===== src/acs_pkg.sv =====
// Constants and carrier types for the conversion sequencer.
// Assumes a single 100 MHz clock and a synchronous active-high reset.
//----------------------------------------------------------------------
// Overview of operation
// - Start bit high then low launches conversion
// - Busy flag rises once conversion launches
// - Busy flag clears when conversion ends
// - Interrupt request flag set per conversion
// - Enabled request raises internal interrupt
// - Divider select gives fsys over two-power
// - Analog power only while enable high
// - Sampling phase lasts four conversion clocks
// - Twelve conversion clocks follow, sixteen total
// - Conversion runs autonomously, never stalls
// - Result bytes follow alignment select
// - Results unchanged while converter disabled
//----------------------------------------------------------------------
package acs_pkg;
    // Phase lengths in conversion clocks
    localparam logic [4:0] ACS_SAMPLE_CLKS = 5'h04;
    localparam logic [4:0] ACS_CONV_CLKS = 5'h0c;
    localparam logic [4:0] ACS_TOTAL_CLKS = 5'h10;
    // Divider field width and prescale restart value
    localparam int ACS_DIV_W = 3;
    localparam logic [6:0] ACS_DIV_RST = 7'h00;
    // Settling wait, in ns, and its cycle count at 10 ns
    localparam int ACS_CLK_NS = 10;
    localparam int ACS_SETTLE_NS = 1000;
    localparam int ACS_SETTLE_CYC = (ACS_SETTLE_NS + ACS_CLK_NS - 1) / ACS_CLK_NS;
    // Alignment select encodings
    localparam logic ACS_ALIGN_LEFT = 1'b0;
    localparam logic ACS_ALIGN_RIGHT = 1'b1;

    typedef enum logic [1:0] {
        ACS_IDLE,
        ACS_SAMPLE,
        ACS_CONVERT
    } acs_phase_e;

    // Result byte pair
    typedef struct packed {
        logic [7:0] high_byte;
        logic [7:0] low_byte;
    } acs_result_s;
endpackage : acs_pkg


===== src/acs_sequencer.sv =====
// Conversion sequencer: start detect, clock divider, phase timing,
// busy and interrupt flags, and result byte placement.
// Assumes the analog core answers with a 12-bit code on the last
// conversion clock and that all inputs are synchronous to clk_i.
`timescale 1ns/1ps
module acs_sequencer
    import acs_pkg::*;
#(
    parameter int SETTLE_CYC = ACS_SETTLE_CYC
)
(
    input wire logic clk_i,
    input wire logic sys_rst_i,
    input wire logic start_i,                         // Start control bit
    input wire logic conv_power_enable_i,             // Power enable bit
    input wire logic [2:0] conv_clock_divider_select_i, // Divider select
    input wire logic result_align_select_i,           // Alignment bit
    input wire logic int_enable_i,                    // Interrupt enable
    input wire logic int_flag_clear_i,                // Clear request flag
    input wire logic [11:0] analog_code_i,            // Code from analog core
    output logic conv_busy_flag_o,                    // Busy flag
    output logic int_request_flag_o,                  // Sticky request flag
    output logic int_o,                               // Internal interrupt pulse
    output logic analog_power_o,                      // Analog core power
    output logic analog_sample_o,                     // Sample switch
    output logic conv_clock_o,                        // Conversion clock strobe
    output logic settled_o,                           // Settling elapsed
    output acs_result_s result_o                      // Result byte pair
);

    //------------------------------------------------------------------
    // Elaboration checks
    //------------------------------------------------------------------
    // The settling counter is sixteen bits wide
    if (SETTLE_CYC < 1 || SETTLE_CYC > 65535)
    begin : g_bad_settle
        $error("SETTLE_CYC out of range");
    end

    //------------------------------------------------------------------
    // State
    //------------------------------------------------------------------
    // All state in one packed struct, registered as a whole
    typedef struct packed {
        logic start_q;          // Last start bit
        acs_phase_e phase;      // Sequence phase
        logic [6:0] prescale;   // System clock divider
        logic [4:0] tick_cnt;   // Conversion clocks in this conversion
        logic busy;             // Busy flag
        logic irq_flag;         // Request flag
        logic irq;              // Interrupt pulse
        logic power;            // Analog power
        logic sample;           // Sample switch
        logic ck;               // Conversion clock strobe
        logic [15:0] settle;    // Settling counter
        logic settled;          // Settling elapsed
        acs_result_s result;    // Result bytes
    } acs_state_s;

    acs_state_s state_r;
    acs_state_s state_nxt;

    // Decode helpers, filled by the next-state process
    logic launch;      // Falling edge of start
    logic div_tick;    // One conversion clock elapsed
    logic [6:0] div_mask; // Terminal prescale value

    //------------------------------------------------------------------
    // Next-state logic
    //------------------------------------------------------------------
    // Timing of one conversion, in conversion clocks of 2^sel system clocks:
    //   launch edge   busy and sample switch rise, prescaler starts at zero
    //   ticks 1 to 4  sampling phase; the switch opens on the fourth tick
    //   ticks 5 to 16 conversion phase; the code is taken on the last tick
    //   tick 16       busy falls, request flag sets, interrupt pulses
    // Every tick also shows one cycle later as a pulse on conv_clock_o,
    // so the last pulse lands in the cycle where busy already reads 0.
    // A start edge seen while busy is dropped rather than queued, so
    // a polling routine never meets a conversion it did not ask for.
    // Power loss is checked after the phase decode so that it always wins.
    // Whole sequence; processor is never stalled, nothing waits on it
    always_comb
    begin
        state_nxt = state_r;
        launch = state_r.start_q && !start_i;
        div_mask = 7'((8'h01 << conv_clock_divider_select_i) - 8'h01);
        div_tick = (state_r.prescale == div_mask);
        state_nxt.start_q = start_i;
        state_nxt.irq = 1'b0;
        state_nxt.ck = 1'b0;
        state_nxt.power = conv_power_enable_i;
        // Settling counter restarts whenever power drops
        if (!conv_power_enable_i)
        begin
            state_nxt.settle = 16'h0000;
            state_nxt.settled = 1'b0;
        end
        else if (state_r.settle < 16'(SETTLE_CYC))
        begin
            state_nxt.settle = state_r.settle + 16'h0001;
        end
        else
        begin
            state_nxt.settled = 1'b1;
        end
        // Divider runs only during a conversion
        if (state_r.phase == ACS_IDLE || div_tick)
        begin
            state_nxt.prescale = ACS_DIV_RST;
        end
        else
        begin
            state_nxt.prescale = state_r.prescale + 7'h01;
        end
        case (state_r.phase)
            ACS_IDLE:
            begin
                // Launch only with power on
                if (launch && conv_power_enable_i)
                begin
                    state_nxt.phase = ACS_SAMPLE;
                    state_nxt.busy = 1'b1;
                    state_nxt.sample = 1'b1;
                    state_nxt.tick_cnt = 5'h00;
                end
            end
            ACS_SAMPLE:
            begin
                if (div_tick)
                begin
                    state_nxt.ck = 1'b1;
                    state_nxt.tick_cnt = state_r.tick_cnt + 5'h01;
                    if (state_r.tick_cnt == ACS_SAMPLE_CLKS - 5'h01)
                    begin
                        state_nxt.phase = ACS_CONVERT;
                        state_nxt.sample = 1'b0;
                    end
                end
            end
            ACS_CONVERT:
            begin
                if (div_tick)
                begin
                    state_nxt.ck = 1'b1;
                    state_nxt.tick_cnt = state_r.tick_cnt + 5'h01;
                    // Last of the twelve conversion clocks
                    if (state_r.tick_cnt == ACS_TOTAL_CLKS - 5'h01)
                    begin
                        state_nxt.phase = ACS_IDLE;
                        state_nxt.busy = 1'b0;
                        state_nxt.irq = int_enable_i;
                        if (result_align_select_i == ACS_ALIGN_LEFT)
                        begin
                            state_nxt.result.high_byte = analog_code_i[11:4];
                            state_nxt.result.low_byte = {4'h0, analog_code_i[3:0]};
                        end
                        else
                        begin
                            state_nxt.result.high_byte = {4'h0, analog_code_i[11:8]};
                            state_nxt.result.low_byte = analog_code_i[7:0];
                        end
                    end
                end
            end
            default:
            begin
                state_nxt.phase = ACS_IDLE;
            end
        endcase
        // Power loss aborts; result bytes are left as they were
        if (!conv_power_enable_i && state_r.phase != ACS_IDLE)
        begin
            state_nxt.phase = ACS_IDLE;
            state_nxt.busy = 1'b0;
            state_nxt.sample = 1'b0;
            state_nxt.irq = 1'b0;
            state_nxt.result = state_r.result;
        end
        // Request flag: set wins over clear
        // A clear in the completion cycle is lost; clear after completion
        if (state_r.phase == ACS_CONVERT && div_tick
            && state_r.tick_cnt == ACS_TOTAL_CLKS - 5'h01 && conv_power_enable_i)
        begin
            state_nxt.irq_flag = 1'b1;
        end
        else if (int_flag_clear_i)
        begin
            state_nxt.irq_flag = 1'b0;
        end
    end

    //------------------------------------------------------------------
    // State register
    //------------------------------------------------------------------
    // Synchronous reset to idle; every field clears, so the
    // start history reads low and a start bit that is low at
    // release cannot look like a falling edge
    always_ff @(posedge clk_i)
    begin
        if (sys_rst_i)
        begin
            state_r <= '0;
            state_r.phase <= ACS_IDLE;
        end
        else
        begin
            state_r <= state_nxt;
        end
    end

    //------------------------------------------------------------------
    // Outputs
    //------------------------------------------------------------------
    // Every output is a plain field of the state register, so no
    // output carries a combinational path from any input
    assign conv_busy_flag_o = state_r.busy;
    assign int_request_flag_o = state_r.irq_flag;
    assign int_o = state_r.irq;
    assign analog_power_o = state_r.power;
    assign analog_sample_o = state_r.sample;
    assign conv_clock_o = state_r.ck;
    assign settled_o = state_r.settled;
    assign result_o = state_r.result;

endmodule // acs_sequencer


===== config.mk =====
export PLATFORM = sky130hd
export DESIGN_NAME = acs_sequencer
export DESIGN_NICKNAME = d
export VERILOG_FILES = /design/src/acs_pkg.sv /design/src/acs_sequencer.sv
export SDC_FILE = /design/constraint.sdc
export NUM_CORES = 1
export LEC_CHECK = 0
export CAP_MARGIN = 20
export CORE_ASPECT_RATIO = 2
export CORE_MARGIN = 10
export CORE_UTILIZATION = 56
export DETAILED_ROUTE_END_ITERATION = 16
export DONT_BUFFER_PORTS = 1
export GPL_ROUTABILITY_DRIVEN = 0
export MAX_ROUTING_LAYER = met4
export PLACE_DENSITY = 0.74
export SYNTH_ARGS = -nofsm -noshare
export SYNTH_HDL_FRONTEND = slang
export SYNTH_SLANG_ARGS = --single-unit
export TNS_END_PERCENT = 100

===== constraint.sdc =====
create_clock -name clk_i -period 2.1 [get_ports clk_i]
set_clock_uncertainty 0.05 [all_clocks]
set_input_delay 0.525 -clock clk_i [delete_from_list [all_inputs] [get_ports clk_i]]
set_output_delay 0.525 -clock clk_i [all_outputs]
set_load 0.02 [all_outputs]

# Yosys cells after proc, flatten, opt, wreduce, memory -nomap -nowiden
# Cells that the tools add are included.
totals:
  register_bits: 54
  input_bits: 22
  output_inout_bits: 23
  word_cells: 80
classes:
  n_addsub: 4
  magnitude_cmp: 1
  eq_ne: 10
  n_shift: 1
  n_mux: 21
  bitwise: 5
  n_reduce_logical: 24
ops:
  columns: ["operator", "n"]
  rows:
  - ["$add A16 B1 Y16 const B", 1]
  - ["$lt A16 B7 Y1 const B", 1]
  - ["$mux W16", 1]
  - ["$reduce_and A4 Y1", 4]
  - ["$pmux W5 S3", 1]
  - ["$mux W2", 6]
  - ["$mux W6", 2]
  - ["$ne A2 B2 Y1 const B", 4]
  - ["$reduce_bool A2 Y1", 4]
  - ["$add A7 B1 Y7 const B", 1]
  - ["$eq A7 B7 Y1", 1]
  - ["$shl A1 B3 Y7 const A", 1]
  - ["$sub A7 B1 Y7 const B", 1]
  - ["$logic_and A1 B1 Y1", 6]
  - ["$mux W1", 6]
  - ["$pmux W1 S2", 3]
  - ["$pmux W2 S3", 1]
  - ["$reduce_or A2 Y1", 3]
  - ["$add A5 B1 Y5 const B", 1]
  - ["$eq A5 B2 Y1 const B", 1]
  - ["$eq A5 B4 Y1 const B", 1]
  - ["$mux W5", 1]
  - ["$not A1 Y1", 5]
  - ["$reduce_and A5 Y1", 1]
  - ["8 further kinds", 9]

# Longest topological paths before layout
logic_depth:
  word_depth: 7
  ltp_mapped: 8
  depth_no_buf: 7

# Least setup slack after synthesis
# No wires, ideal clock.
synth_timing:
  path_kind: "input port to flip-flop"
  startpoint: "in conv_clock_divider_select_i[2]"
  endpoint: "reg state_r[42] (netlist bit)"
  setup_ns: 0.070
  t_arrival_ns: 1.981
  t_required_ns: 1.980
  slack_ns: -0.002
  path_stages: 6
  n_path_buf: 0
  cell_sequence: "nor3_2 > xor2_1 > o2111ai_2 > o31a_1 > or4_1 > a21oi_1"
synth_between:
  elab_chain_len: 5
  word_cells_on_any_way: 6
  classes_between: "1 x add/sub; 3 x eq/ne; 1 x shift; 1 x reduce/logical"
synth_lines:
  columns: ["element", "line", "source"]
  rows:
  - ["start, declared", "acs_sequencer.sv:16", "input wire logic [2:0] conv_clock_divider_select_i,"]
  - ["$shl A1 B3 Y7 *", "acs_sequencer.sv:86", "div_mask = 7'((8'h01 << conv_clock_divider_select_i) - 8'h01);"]
  - ["$sub A7 B1 Y7 *", "acs_sequencer.sv:86", null]
  - ["$eq A7 B7 Y1 *", "acs_sequencer.sv:87", "div_tick = (state_r.prescale == div_mask);"]
  - ["$ne A2 B2 Y1 (no line)", null, null]
  - ["$reduce_and A4 Y1 (no line) *", null, null]
  - ["end signal, assigned", "acs_sequencer.sv:207", "state_r <= state_nxt;"]
  - ["end, declared", "acs_sequencer.sv:60", "acs_state_s state_r;"]
# Mark *: on every way between the ends. The rest lies on a longest branch, timed or not.
# A chain may end at the register's enable or synchronous reset.

# Worst setup path in the final report
layout_timing:
  startpoint: "reg state_r[52] (netlist bit)"
  endpoint: "reg state_r[42] (netlist bit)"
layout_between:
  elab_chain_len: 3
  word_cells_on_any_way: 9
  classes_between: "5 x eq/ne; 1 x mux; 3 x reduce/logical"
layout_lines:
  columns: ["element", "line", "source"]
  rows:
  - ["$eq A2 B1 Y1, or another cell as far along", "acs_sequencer.sv:115", "case (state_r.phase)"]
  - ["$ne A2 B2 Y1 (no line), or another cell as far along", null, null]
  - ["$reduce_and A4 Y1 (no line)", null, null]
# Several ways; a longest one is shown, not always the timed one.

==> impl_metrics.json <==
{
  "outcome": "finished, final reports clean",
  "finalWorstSetupSlack_ns": 0.109,
  "routed_wl_mm": 4.84,
  "post_cts_buffers": 0,
  "ys_ff_latch": 54,
  "post-place-ws_ns": -0.0357,
  "cts-root-buf": "clkbuf_8",
  "grt_pass1_vias": 1840,
  "num_io_pins": 45,
  "clkLatencyLatePin_ns": 0.30,
  "crit_path_end_kind": "flop",
  "p_int_w": 0.00145,
  "synth.distinct_cells": 45,
  "grt_pass1_wl_mm": 8.08,
  "rows": 34,
  "start_util_pct": 57.6,
  "power.total_w": 0.00197,
  "async_flop_share_pct": 0,
  "power.share.clock_pct": 29.6,
  "synth_edf_count": 0,
  "synthFlopType": "dfxtp_1",
  "diodes": 0,
  "syn_avg_cell_area_um2": 8.94,
  "grt_usage_pct": 13.5,
  "drive_above_1_share_pct": 7.78,
  "yosysMostFrequentCell": "dfxtp_1",
  "rsz0062_at_grt": "false",
  "holdBufCountCts": 0,
  "worstPathArrival_ns": 2.18,
  "clock_path_buffers": 2,
  "cts_tree": "built",
  "path_cells": "inv_1, ha_1, nand2_1, nand2b_1, o31a_1, or4_1, a21oi_1",
  "fillCellCount": 389,
  "critPathMaxFanout": 7,
  "die_h_um": 114,
  "max-slew-margin-rel_pct": 68.9,
  "dr.pass1.iters": 4,
  "switching_share_pct": 26.4,
  "port_buffers": 0,
  "cp.required_ns": 2.29,
  "setup_viol": 0,
  "area.sequential_um2": 1080,
  "syn2layout_area_growth_pct": 3.44,
  "post_drt_via_cell_ratio": 5.52,
  "fin_crit_ns": 1.99,
  "synth_largest_area_cell": "dfxtp_1",
  "layout.nets": 300,
  "drtAntennaViolNets": 0,
  "htree_levels": 2,
  "syn_nets": 308,
  "p_per_area_nw_per_um2": 770,
  "comb_power_share_pct": 15.5,
  "grt_antenna_before_repair": 0,
  "clkSinkCount": 54,
  "grt_max_degree": 29,
  "synthCells": 277,
  "slowest_stage": "or4_1",
  "maxUsedRoutingLayer": "met4",
  "hold_class": "primary input to flop",
  "drc": 0,
  "power.switching_w": 0.000521,
  "vias": 1788,
  "core_region_area_um2": 4300,
  "yosysSeqAreaShare_pct": 43.7,
  "pwr-share-seq_pct": 55.0,
  "wl_met2_mm": 2.66,
  "ys_top_cells_by_area": "dfxtp_1 44%, nor2_1 5.6%, buf_4 5.2%, ha_1 4.5%, mux2i_1 4.4%",
  "wire_per_inst_um": 14.9,
  "netlist_area_um2": 2480,
  "fmax_mhz": 502,
  "ys_top_cells_by_count": "54 x dfxtp_1, 37 x nor2_1, 17 x buf_4, 17 x nand2_1, 16 x a21oi_1",
  "synth_warnings": 0,
  "synth_top_cell_area_share_pct": 43.7,
  "irDropWorstVdd_mv": 0.577,
  "drt-initial-drc-count": 68,
  "grt.overflow.total": 0,
  "post_cts_resized": 0,
  "met1_length_mm": 1.75,
  "cp_slowest_stage_delay_ns": 0.42,
  "die_w_um": 67.0,
  "timing.final.crit_share_pct": 94.8,
  "cap_violations": 0,
  "finalHoldViolCount": 0,
  "cp-start-kind": "flop",
  "wl_met3_um": 278,
  "fp.dieArea_um2": 7640,
  "multi_input_area_um2": 1200,
  "path_class": "flop to flop",
  "clk_pin_slew_ns": 0.09,
  "dpl.hpwl_mm": 3.74,
  "p_leak_nw": 0.949,
  "cts_inserted_buffers": 5,
  "drv_slew": 0,
  "worstMarginPinSlew_ns": 0.463
}
[routing by layer]
metal  global-route usage, %  vias to the layer above
li1                        -                      910
met5                       -                        -
met2                    24.2                       37
met3                    4.03                       11
met1                    12.0                      830
met4                    7.30                        0
[layout make-up]
cell class                      instances  area share [%]
Clock buffer                            7            3.37
Sequential cell                        54            42.3
Multi-Input combinational cell        189            46.9
Timing Repair Buffer                    9            3.13
Clock inverter                          1           0.195
Inverter                               10            1.47
Tap cell                               54            2.64
[power groups by stage]
stage,Clock [W],Sequential (W),Combinational (W)
CTS,0.000598,0.00108,0.000305
global placement,0,0.00111,0.000298
finish,0.000583,0.00108,0.000305
global route,0.000644,0.00109,0.000341
detailed placement,0,0.00111,0.000304
floorplan,0,0.00111,0.000221
[critical path, delay by kind of cell (launching register included)]
kind,cells,cell delay (ns)
flops,1,0.39
buf+inv,1,0.10
compound gates,2,0.50
simple gates,3,0.61
fa+ha+maj,1,0.28
[sequential cells by signal (all words and copies together), names as in the netlist]
register            count
state_r                31
analog_power_o          1
int_o                   1
int_request_flag_o      1
result_o               16
conv_clock_o            1
settled_o               1
analog_sample_o         1
conv_busy_flag_o        1
[cell families after synthesis]
kind of cell,Yosys count,share of synthesized area [%]
adder cells (fa/ha/maj),9,4.55
XOR/XNOR,11,3.89
multiplexers,11,4.45
buffers and inverters,34,7.83
flip-flops,54,43.7
AO/OA/AOI/OAI,39,10.4
AND/OR/NAND/NOR,119,25.2
[metrics by stage]
stage | cells | utilization [%] | setup TNS [ns] | hold WS, ns | instance area (um^2)
2_1_floorplan | 277 | - | 0 | 0.380 | 2480
3_3_place_gp | 316 | 57.4 | 0 | 0.393 | 2470
3_5_place_dp | 316 | 57.4 | -0.0699 | 0.396 | 2470
4_1_cts | 324 | 59.6 | 0 | 0.218 | 2560
5_1_grt | 324 | 59.6 | 0 | 0.211 | 2560
6_report | 324 | 59.6 | 0 | 0.229 | 2560
[path summary, 6_finish.rpt]
path	endpoint	startpoint	slack [ns]	depth (start not counted)
setup / recovery	state_r[42]$_SDFFE_PP0P_	state_r[52]$_SDFFE_PP0P_	0.11	7
hold / removal	state_r[42]$_SDFFE_PP0P_	sys_rst_i	0.23	1
setup reg to reg	state_r[42]$_SDFFE_PP0P_	state_r[52]$_SDFFE_PP0P_	0.11	7
hold reg to reg	state_r[30]$_SDFFE_PP0N_	state_r[30]$_SDFFE_PP0N_	0.42	1
[cell usage in the layout (no fill, tap or decap), types with 5 or more instances in the layout]
cell / count
a211oi_1: 5
a21oi_1: 16
and2_1: 11
buf_4: 8
clkbuf_8: 6
dfxtp_1: 52
ha_1: 9
inv_1: 10
mux2i_1: 11
nand2_1: 17
nand2b_1: 12
nand3_1: 11
nand3b_1: 5
nor2_1: 37
nor3_1: 5
xnor2_1: 6
xor2_1: 5
No activity file was read; power rests on OpenSTA's default activity.
